### config.mk
export PLATFORM = sky130hd
export DESIGN_NAME = smsw_top
export DESIGN_NICKNAME = d
export VERILOG_FILES = /design/src/smsw_pkg.sv /design/src/smsw_top.sv
export VERILOG_INCLUDE_DIRS = /design/src
export SDC_FILE = /design/constraint.sdc
export NUM_CORES = 1
export LEC_CHECK = 0
export BUFFER_PORTS_ARGS = -buffer_cell sky130_fd_sc_hd__buf_2
export CORE_ASPECT_RATIO = 0.7
export CORE_MARGIN = 3
export CORE_UTILIZATION = 30
export DETAILED_ROUTE_END_ITERATION = 8
export PLACE_DENSITY = 0.49
export SYNTH_ARGS = -nofsm -noshare
export SYNTH_HDL_FRONTEND = slang
export SYNTH_SLANG_ARGS = --single-unit
### constraint.sdc
create_clock -name clk_in -period 6 [get_ports clk_in]
set_input_delay 1.2 -clock clk_in [delete_from_list [all_inputs] [get_ports clk_in]]
set_output_delay 1.2 -clock clk_in [all_outputs]
set_load 0.01 [all_outputs]
### src/smsw_defines.svh
/*
  timing figures, bus codes and derived cycle counts for the start-up
  mode select and wake-up sequencer; assumes a 200 MHz core clock
*/
`ifndef SMSW_DEFINES_SVH
`define SMSW_DEFINES_SVH

// core clock rate
`define SMSW_CLK_MHZ 200.0

// times in their own units
`define SMSW_T_INI_MS 10.2
`define SMSW_T_NM_US 110.0
`define SMSW_T_RESUME_US 750.0
`define SMSW_T_WIN_TYP_S 2.8
`define SMSW_T_LOW_FREQ_RX_MS 5.3
`define SMSW_T_INTERVAL_MS 6.0
`define SMSW_T_PIN_MS 6.0
`define SMSW_T_RUN_US 550.0
`define SMSW_T_PD_HOLD_MS 4.0
`define SMSW_T_BOOT_US 500.0

// all times round down to whole cycles
`define SMSW_CYC_INI int'($floor(`SMSW_T_INI_MS * 1000.0 * `SMSW_CLK_MHZ))
`define SMSW_CYC_NM int'($floor(`SMSW_T_NM_US * `SMSW_CLK_MHZ))
`define SMSW_CYC_RESUME int'($floor(`SMSW_T_RESUME_US * `SMSW_CLK_MHZ))
`define SMSW_CYC_WIN int'($floor(`SMSW_T_WIN_TYP_S * 1000000.0 * `SMSW_CLK_MHZ))
`define SMSW_CYC_LOW_FREQ_RX int'($floor(`SMSW_T_LOW_FREQ_RX_MS * 1000.0 * `SMSW_CLK_MHZ))
`define SMSW_CYC_INTERVAL int'($floor(`SMSW_T_INTERVAL_MS * 1000.0 * `SMSW_CLK_MHZ))
`define SMSW_CYC_PIN int'($floor(`SMSW_T_PIN_MS * 1000.0 * `SMSW_CLK_MHZ))
`define SMSW_CYC_RUN int'($floor(`SMSW_T_RUN_US * `SMSW_CLK_MHZ))
`define SMSW_CYC_PD_HOLD int'($floor(`SMSW_T_PD_HOLD_MS * 1000.0 * `SMSW_CLK_MHZ))
`define SMSW_CYC_BOOT int'($floor(`SMSW_T_BOOT_US * `SMSW_CLK_MHZ))

// serial command codes
`define SMSW_DEV_ADDR 8'h6c
`define SMSW_CODE_NORMAL 16'h9876
`define SMSW_CODE_PROGRAM 16'h1f5a
`define SMSW_CODE_DEBUG 16'hfedc
`define SMSW_SEL_BYTES 3'h3

`endif

### src/smsw_pkg.sv
/*
  types of the start-up mode select and wake-up sequencer;
  constants live in smsw_defines.svh
*/
package smsw_pkg;

  typedef enum logic [1:0] {
    SMSW_MODE_NORMAL = 2'b00,
    SMSW_MODE_PROGRAM = 2'b01,
    SMSW_MODE_DEBUG = 2'b10
  } smsw_mode_t;

  typedef enum logic [2:0] {
    SMSW_ST_SELECT = 3'b000,
    SMSW_ST_RUN = 3'b001,
    SMSW_ST_IDLE = 3'b010,
    SMSW_ST_DEEP = 3'b011,
    SMSW_ST_PD = 3'b100,
    SMSW_ST_PD_HOLD = 3'b101,
    SMSW_ST_BOOT = 3'b110,
    SMSW_ST_HOST = 3'b111
  } smsw_state_t;

endpackage

### src/smsw_top.sv
/*
  start-up mode select over the two-wire port, power state sequencing
  and shared pin routing. assumes: reset_n_in is the power-on reset and
  is released once the supply is above supply_threshold; wake sources
  and pins are asynchronous; enter_* requests come from core logic.
*/
`timescale 1ns/1ps
`include "smsw_defines.svh"

module smsw_top import smsw_pkg::*; #(
  parameter int WIN_CYCLES = `SMSW_CYC_WIN,
  parameter int PD_HOLD_CYCLES = `SMSW_CYC_PD_HOLD,
  parameter int BOOT_CYCLES = `SMSW_CYC_BOOT,
  parameter int INI_CYCLES = `SMSW_CYC_INI
) (
  input wire logic clk_in,
  input wire logic reset_n_in,
  input wire logic scl_in,
  output logic scl_out,
  output logic scl_oe_out,
  input wire logic sda_in,
  output logic sda_out,
  output logic sda_oe_out,
  input wire logic wake_pin_uart_rx_in,
  output logic wake_pin_uart_rx_out,
  output logic wake_pin_uart_rx_oe_out,
  input wire logic gpio_uart_tx_in,
  output logic gpio_uart_tx_out,
  output logic gpio_uart_tx_oe_out,
  input wire logic [3:0] gpio_dout_in,
  input wire logic [3:0] gpio_oe_in,
  output logic [3:0] gpio_din_out,
  input wire logic uart_sel_in,
  input wire logic uart_tx_in,
  output logic uart_rx_out,
  input wire logic wake_pin_en_in,
  input wire logic low_frequency_receiver_in,
  input wire logic interval_timer_in,
  input wire logic resume_in,
  input wire logic enter_idle_in,
  input wire logic enter_deep_idle_in,
  input wire logic enter_powerdown_in,
  output logic handler_ready_out,
  output logic window_open_out,
  output logic mode_valid_out,
  output smsw_mode_t mode_out,
  output logic app_start_out,
  output logic restart_vector_out,
  output logic cpu_run_out,
  output logic power_down_out,
  output logic [7:0] host_byte_out,
  output logic host_byte_valid_out
);

  // two-flop synchronisers, third stage for edges
  logic [6:0] sync1_q, sync2_q, sync3_q;
  always_ff @(posedge clk_in) begin
    if (!reset_n_in) begin
      sync1_q <= 7'h03; // two-wire lines idle high, no false edge
      sync2_q <= 7'h03;
      sync3_q <= 7'h03;
    end else begin
      sync1_q <= {resume_in, interval_timer_in, low_frequency_receiver_in, gpio_uart_tx_in,
                  wake_pin_uart_rx_in, sda_in, scl_in};
      sync2_q <= sync1_q;
      sync3_q <= sync2_q;
    end
  end

  logic scl_rise, scl_fall, bus_start, bus_stop, pin_change, wake_ev;
  assign scl_rise = sync2_q[0] & ~sync3_q[0];
  assign scl_fall = ~sync2_q[0] & sync3_q[0];
  assign bus_start = sync2_q[0] & sync3_q[0] & ~sync2_q[1] & sync3_q[1];
  assign bus_stop = sync2_q[0] & sync3_q[0] & sync2_q[1] & ~sync3_q[1];
  assign pin_change = wake_pin_en_in & (sync2_q[2] ^ sync3_q[2]);
  assign wake_ev = sync2_q[4] | sync2_q[5] | pin_change;

  // mode decision from a two-byte code
  function automatic smsw_mode_t smsw_decode(input logic [15:0] code);
    case (code)
      `SMSW_CODE_PROGRAM: smsw_decode = SMSW_MODE_PROGRAM;
      `SMSW_CODE_DEBUG: smsw_decode = SMSW_MODE_DEBUG;
      default: smsw_decode = SMSW_MODE_NORMAL;
    endcase
  endfunction

  // two-wire receiver and mode selection window
  logic [3:0] bit_q, bit_d;
  logic [7:0] sh_q, sh_d, hb_q, hb_d;
  logic [2:0] byte_q, byte_d;
  logic busy_q, busy_d, sel_q, sel_d, ack_q, ack_d, hv_q, hv_d;
  logic [15:0] code_q, code_d;
  logic [29:0] win_q, win_d;
  logic decided_q, decided_d, rdy_q, rdy_d;
  smsw_mode_t mode_q, mode_d;
  logic host_mode, decide_cmd, decide_win;

  assign host_mode = decided_q & (mode_q != SMSW_MODE_NORMAL);
  assign decide_cmd = bus_stop & busy_q & sel_q & !decided_q
                      & (byte_q == `SMSW_SEL_BYTES);
  assign decide_win = !decided_q & (win_q == 30'(WIN_CYCLES - 1));

  always_comb begin
    bit_d = bit_q;
    sh_d = sh_q;
    byte_d = byte_q;
    busy_d = busy_q;
    sel_d = sel_q;
    ack_d = ack_q;
    code_d = code_q;
    win_d = win_q;
    decided_d = decided_q;
    mode_d = mode_q;
    hb_d = hb_q;
    hv_d = 1'b0;
    rdy_d = 1'b1; // handler live one cycle after reset release
    if (!decided_q) begin
      win_d = win_q + 30'h0000_0001;
    end
    if (bus_start) begin
      bit_d = 4'h0;
      byte_d = 3'h0;
      busy_d = 1'b1;
      sel_d = 1'b0;
      ack_d = 1'b0;
    end else if (bus_stop) begin
      busy_d = 1'b0;
      ack_d = 1'b0;
    end else if (busy_q && scl_rise) begin
      if (bit_q == 4'h8) begin
        bit_d = 4'h0;
        if (byte_q != 3'h4) begin
          byte_d = byte_q + 3'h1;
        end
      end else begin
        sh_d = {sh_q[6:0], sync2_q[1]};
        bit_d = bit_q + 4'h1;
      end
    end else if (busy_q && scl_fall) begin
      if (bit_q == 4'h8) begin
        if (byte_q == 3'h0) begin
          // only answer while a selection is pending or the master owns us
          sel_d = (sh_q == `SMSW_DEV_ADDR) & (!decided_q | host_mode);
          ack_d = (sh_q == `SMSW_DEV_ADDR) & (!decided_q | host_mode);
        end else if (sel_q) begin
          ack_d = 1'b1;
          if (host_mode) begin
            hb_d = sh_q;
            hv_d = 1'b1;
          end else if (byte_q == 3'h1) begin
            code_d[15:8] = sh_q;
          end else if (byte_q == 3'h2) begin
            code_d[7:0] = sh_q;
          end
        end
      end else if (bit_q == 4'h0) begin
        ack_d = 1'b0;
      end
    end
    if (decide_cmd) begin
      decided_d = 1'b1;
      mode_d = smsw_decode(code_q);
    end else if (decide_win) begin
      decided_d = 1'b1;
      mode_d = SMSW_MODE_NORMAL;
    end
  end

  always_ff @(posedge clk_in) begin
    if (!reset_n_in) begin
      bit_q <= 4'h0;
      sh_q <= 8'h00;
      byte_q <= 3'h0;
      busy_q <= 1'b0;
      sel_q <= 1'b0;
      ack_q <= 1'b0;
      code_q <= 16'h0000;
      win_q <= 30'h0000_0000;
      decided_q <= 1'b0;
      mode_q <= SMSW_MODE_NORMAL;
      hb_q <= 8'h00;
      hv_q <= 1'b0;
      rdy_q <= 1'b0;
    end else begin
      bit_q <= bit_d;
      sh_q <= sh_d;
      byte_q <= byte_d;
      busy_q <= busy_d;
      sel_q <= sel_d;
      ack_q <= ack_d;
      code_q <= code_d;
      win_q <= win_d;
      decided_q <= decided_d;
      mode_q <= mode_d;
      hb_q <= hb_d;
      hv_q <= hv_d;
      rdy_q <= rdy_d;
    end
  end

  // power state sequencing
  smsw_state_t st_q, st_d;
  logic [19:0] cnt_q, cnt_d;
  logic start_q, start_d, rv_q, rv_d;

  always_comb begin
    st_d = st_q;
    cnt_d = cnt_q + 20'h0_0001;
    start_d = 1'b0;
    rv_d = rv_q;
    case (st_q)
      SMSW_ST_SELECT: begin
        if (decided_d && mode_d == SMSW_MODE_NORMAL) begin
          st_d = SMSW_ST_RUN;
          start_d = 1'b1;
          rv_d = 1'b1;
        end else if (decided_d) begin
          st_d = SMSW_ST_HOST;
        end
      end
      SMSW_ST_RUN: begin
        if (enter_powerdown_in) begin
          st_d = SMSW_ST_PD;
        end else if (enter_deep_idle_in) begin
          st_d = SMSW_ST_DEEP;
        end else if (enter_idle_in) begin
          st_d = SMSW_ST_IDLE;
        end
      end
      SMSW_ST_IDLE: begin
        if (wake_ev || sync2_q[6]) begin
          st_d = SMSW_ST_RUN;
          start_d = 1'b1;
          rv_d = 1'b0;
        end
      end
      SMSW_ST_DEEP: begin
        if (wake_ev || sync2_q[6]) begin
          st_d = SMSW_ST_BOOT;
          cnt_d = 20'h0_0000;
        end
      end
      SMSW_ST_PD: begin
        if (wake_ev) begin
          st_d = SMSW_ST_PD_HOLD; // most of the wait stays powered down
          cnt_d = 20'h0_0000;
        end
      end
      SMSW_ST_PD_HOLD: begin
        if (cnt_q == 20'(PD_HOLD_CYCLES - 1)) begin
          st_d = SMSW_ST_BOOT;
          cnt_d = 20'h0_0000;
        end
      end
      SMSW_ST_BOOT: begin
        if (cnt_q == 20'(BOOT_CYCLES - 1)) begin
          st_d = SMSW_ST_RUN;
          start_d = 1'b1;
          rv_d = 1'b1;
        end
      end
      SMSW_ST_HOST: st_d = SMSW_ST_HOST;
      default: st_d = SMSW_ST_SELECT;
    endcase
  end

  always_ff @(posedge clk_in) begin
    if (!reset_n_in) begin
      st_q <= SMSW_ST_SELECT;
      cnt_q <= 20'h0_0000;
      start_q <= 1'b0;
      rv_q <= 1'b0;
    end else begin
      st_q <= st_d;
      cnt_q <= cnt_d;
      start_q <= start_d;
      rv_q <= rv_d;
    end
  end

  // pin routing, registered
  logic [7:0] pin_q, pin_d;
  logic [4:0] din_q, din_d;
  logic two_wire;
  assign two_wire = !decided_q | host_mode;

  always_comb begin
    pin_d[0] = gpio_dout_in[0];
    pin_d[1] = two_wire ? 1'b0 : gpio_oe_in[0];
    pin_d[2] = two_wire ? 1'b0 : gpio_dout_in[1];
    pin_d[3] = two_wire ? ack_q : gpio_oe_in[1];
    pin_d[4] = gpio_dout_in[2];
    pin_d[5] = uart_sel_in ? 1'b0 : gpio_oe_in[2];
    pin_d[6] = uart_sel_in ? uart_tx_in : gpio_dout_in[3];
    pin_d[7] = uart_sel_in | gpio_oe_in[3];
    din_d = {sync2_q[2], sync2_q[3:0]};
  end

  always_ff @(posedge clk_in) begin
    if (!reset_n_in) begin
      pin_q <= 8'h00;
      din_q <= 5'h00;
    end else begin
      pin_q <= pin_d;
      din_q <= din_d;
    end
  end

  assign scl_out = pin_q[0];
  assign scl_oe_out = pin_q[1];
  assign sda_out = pin_q[2];
  assign sda_oe_out = pin_q[3];
  assign wake_pin_uart_rx_out = pin_q[4];
  assign wake_pin_uart_rx_oe_out = pin_q[5];
  assign gpio_uart_tx_out = pin_q[6];
  assign gpio_uart_tx_oe_out = pin_q[7];
  assign gpio_din_out = din_q[3:0];
  assign uart_rx_out = din_q[4];
  assign handler_ready_out = rdy_q;
  assign window_open_out = !decided_q;
  assign mode_valid_out = decided_q;
  assign mode_out = mode_q;
  assign app_start_out = start_q;
  assign restart_vector_out = rv_q;
  assign cpu_run_out = (st_q == SMSW_ST_RUN);
  assign power_down_out = (st_q == SMSW_ST_PD) | (st_q == SMSW_ST_PD_HOLD);
  assign host_byte_out = hb_q;
  assign host_byte_valid_out = hv_q;

  // helper: cycles since reset release and since a power-down or deep idle wake
  logic [31:0] age_q, wk_q;
  always_ff @(posedge clk_in) begin
    if (!reset_n_in) begin
      age_q <= 32'h0000_0000;
      wk_q <= 32'h0000_0000;
    end else begin
      age_q <= (age_q == 32'hffff_ffff) ? age_q : age_q + 32'h0000_0001;
      wk_q <= (st_q == SMSW_ST_PD_HOLD || st_q == SMSW_ST_BOOT) ? wk_q + 32'h0000_0001
              : 32'h0000_0000;
    end
  end
endmodule // smsw_top

==> results.toml <==
[cells_and_area]
multiInputGateArea_mm2 = 0.00274
final_cells = 898
final_cell_mix = "130 x dfxtp_1, 100 x nor2_1, 53 x buf_2"
area_delta_synth_final_pct = 18.8
diodes = 0
drive_gt1_frac = 0.153
nets = 686
area.sequential_mm2 = 0.00260
layout_commonest_cell = "dfxtp_1"
fin_util = 0.373
final.fill_count = 1797

[floorplan]
die_h_um = 119
core_mm2 = 0.0176
die_w_um = 168
io_pins = 54
die_area_mm2 = 0.0201
start_util = 0.314
rows = 40

[synthesis]
syn_nets = 635
synth_warnings = 0
synth_cells = 603
yosysSeqAreaShare = 0.472
yosysUniqueCellTypes = 58
synth-edff-count = 0
avgSynthCellArea_um2 = 9.15
synthFlopType = "dfxtp_1"
postSynth.asyncResetShare = 0
netlist_area_mm2 = 0.00552
ys_ff_latch = 130

[sta]
holdWs_ns = 0.415
grt_setup_unrepaired = "false"
finalHoldViolCount = 0
slew_headroom = 0.294
finalSetupViolCount = 0
fmax_mhz = 358
setup_tns_ns = 0
period_needed_ns = 2.79
period_share = 0.466
drv_slew = 0
worstMarginPinSlew_ns = 1.03
finClkSkew_ns = 0.0129

[route]
drtIter0Drc = 210
dr.pass1.iters = 4
viasPerCell = 4.68
drcViolationCount = 0
wire_per_inst_um = 13.6
ant_nets = 0
routed_wl_mm = 12.2
vias = 4200

[global_routing]
grt_pass1_vias = 4174
grt-ovfl-total = 0
grt_use_total = 0.128
grt_pass1_wl_mm = 20.7
antenna_found_initial = 0
grt_max_degree = 41

[setup_path]
critPathArrivalTime_ns = 1.59
crit_fanout = 14
end_kind = "output pin"
crit_path_start_kind = "flop"
worstPathRequired_ns = 4.80
crit_type = "reg2out"

[cts]
postCtsHoldBufs = 0
post_cts_buffers = 0
cts_sinks = 130
htree_levels = 4
clkLatencyLatePin_ns = 0.42
cts_buffers = 17
path_clk_slew_ns = 0.06
ctsResizeCount = 0
cts_buffer_depth = 2
root_buffer = "clkbuf_16"
cts_tree = "yes"

[worst_hold_path]
hp-class = "reg2reg"

[job]
max_cap_viol_count = 0

[power]
p_leak_nw = 2.38
vdd_drop_max_mv = 0.119
power_density_mw_per_mm2 = 329

[placed_design]
portBuffers = 53
gp_congestion = 0.791
dp_cells = 866
dp_hpwl_mm = 8.62

[status]
status = "finished clean"
## synth_stat cells (3+ instances only)
library cell    n  area share
a21oi_1        24       0.022
a31oi_1         4      0.0045
and2_1         21       0.024
and3_1          7      0.0079
and4_1          5      0.0079
buf_1           5      0.0034
buf_6           3      0.0061
clkbuf_1       12      0.0082
dfxtp_1       130        0.47
ha_1            9       0.020
inv_1          11      0.0075
mux2i_1        28       0.051
nand2_1        46       0.031
nand2b_1       10       0.011
nand3_1        30       0.027
nand3b_1        3      0.0041
nand4_1        10       0.011
nand4b_1        6      0.0095
nor2_1        100       0.068
nor2b_1         7      0.0079
nor3_1         15       0.014
nor4_1          8      0.0091
o21ai_0         8      0.0073
o31ai_1         4      0.0054
or2_2           3      0.0034
or3_1           6      0.0068
xnor2_1        21       0.033
xor2_1         27       0.043
## worst max-delay path, stage by stage (launching register included)
cell,delay [ns]
dfxtp_1,0.56
nor2b_1,0.41
buf_2,0.21
## cell families (layout without fill, tap and decap cells)
| family | Yosys count | in the layout | synth area share |
|---|---|---|---|
| adders and majority gates | 9 | 9 | 0.0204 |
| AOI/OAI and AO/OA | 53 | 53 | 0.0617 |
| xor gates and xnor gates | 48 | 48 | 0.0762 |
| buffers and inverters | 35 | 99 | 0.0322 |
| muxes | 28 | 28 | 0.0508 |
| DFF | 130 | 130 | 0.472 |
| and+or+nand+nor | 300 | 300 | 0.287 |
## through the flow
step | worst slack, ns | cell area, µm² | total power [mW]
floorplan | 3.35 | 5520 | 1.10
global placement | 3.18 | 5950 | 1.13
detailed placement | 3.16 | 5950 | 1.13
CTS | 3.16 | 6550 | 2.19
global route | 3.08 | 6550 | 2.26
finish | 3.21 | 6550 | 2.16
## final cells by class
class / count / area share
inverter: 12 / 0.00687
tap: 231 / 0.0441
sequential: 130 / 0.397
clock inverter: 13 / 0.0227
multi-input combinational: 438 / 0.417
clock buffer: 19 / 0.0691
timing repair buffer: 55 / 0.0428
## registers in the layout (all words and copies together) (netlist names), 7 cells and up
register	cells
cnt_q	20
sh_q	8
code_q	16
sync2_q	7
host_byte_out	8
sync1_q	7
win_q	30
pin_q	8
## metal layers
layer | vias to the layer above | track usage | wire (µm)
li1 | 2185 | - | -
met1 | 1951 | 0.176 | 6430
met2 | 54 | 0.186 | 5240
met3 | 10 | 0.0408 | 411
met4 | 0 | 0.0475 | 126
met5 | - | 0 | 0
## power by group
part	internal, mW	switching (mW)
combinational	0.0791	0.101
sequential	0.891	0.0438
clock	0.640	0.401
## worst paths after layout
check                  start              to  slack (ns)  cells after the start
setup reg to reg   byte_q[1]         st_q[2]        3.35                      7
hold reg to reg   sync1_q[0]      sync2_q[0]        0.42                      1
setup / recovery     st_q[2]  power_down_out        3.21                      2
hold / removal    sync1_q[0]      sync2_q[0]        0.42                      1
Power figures use the tool's default switching activity.
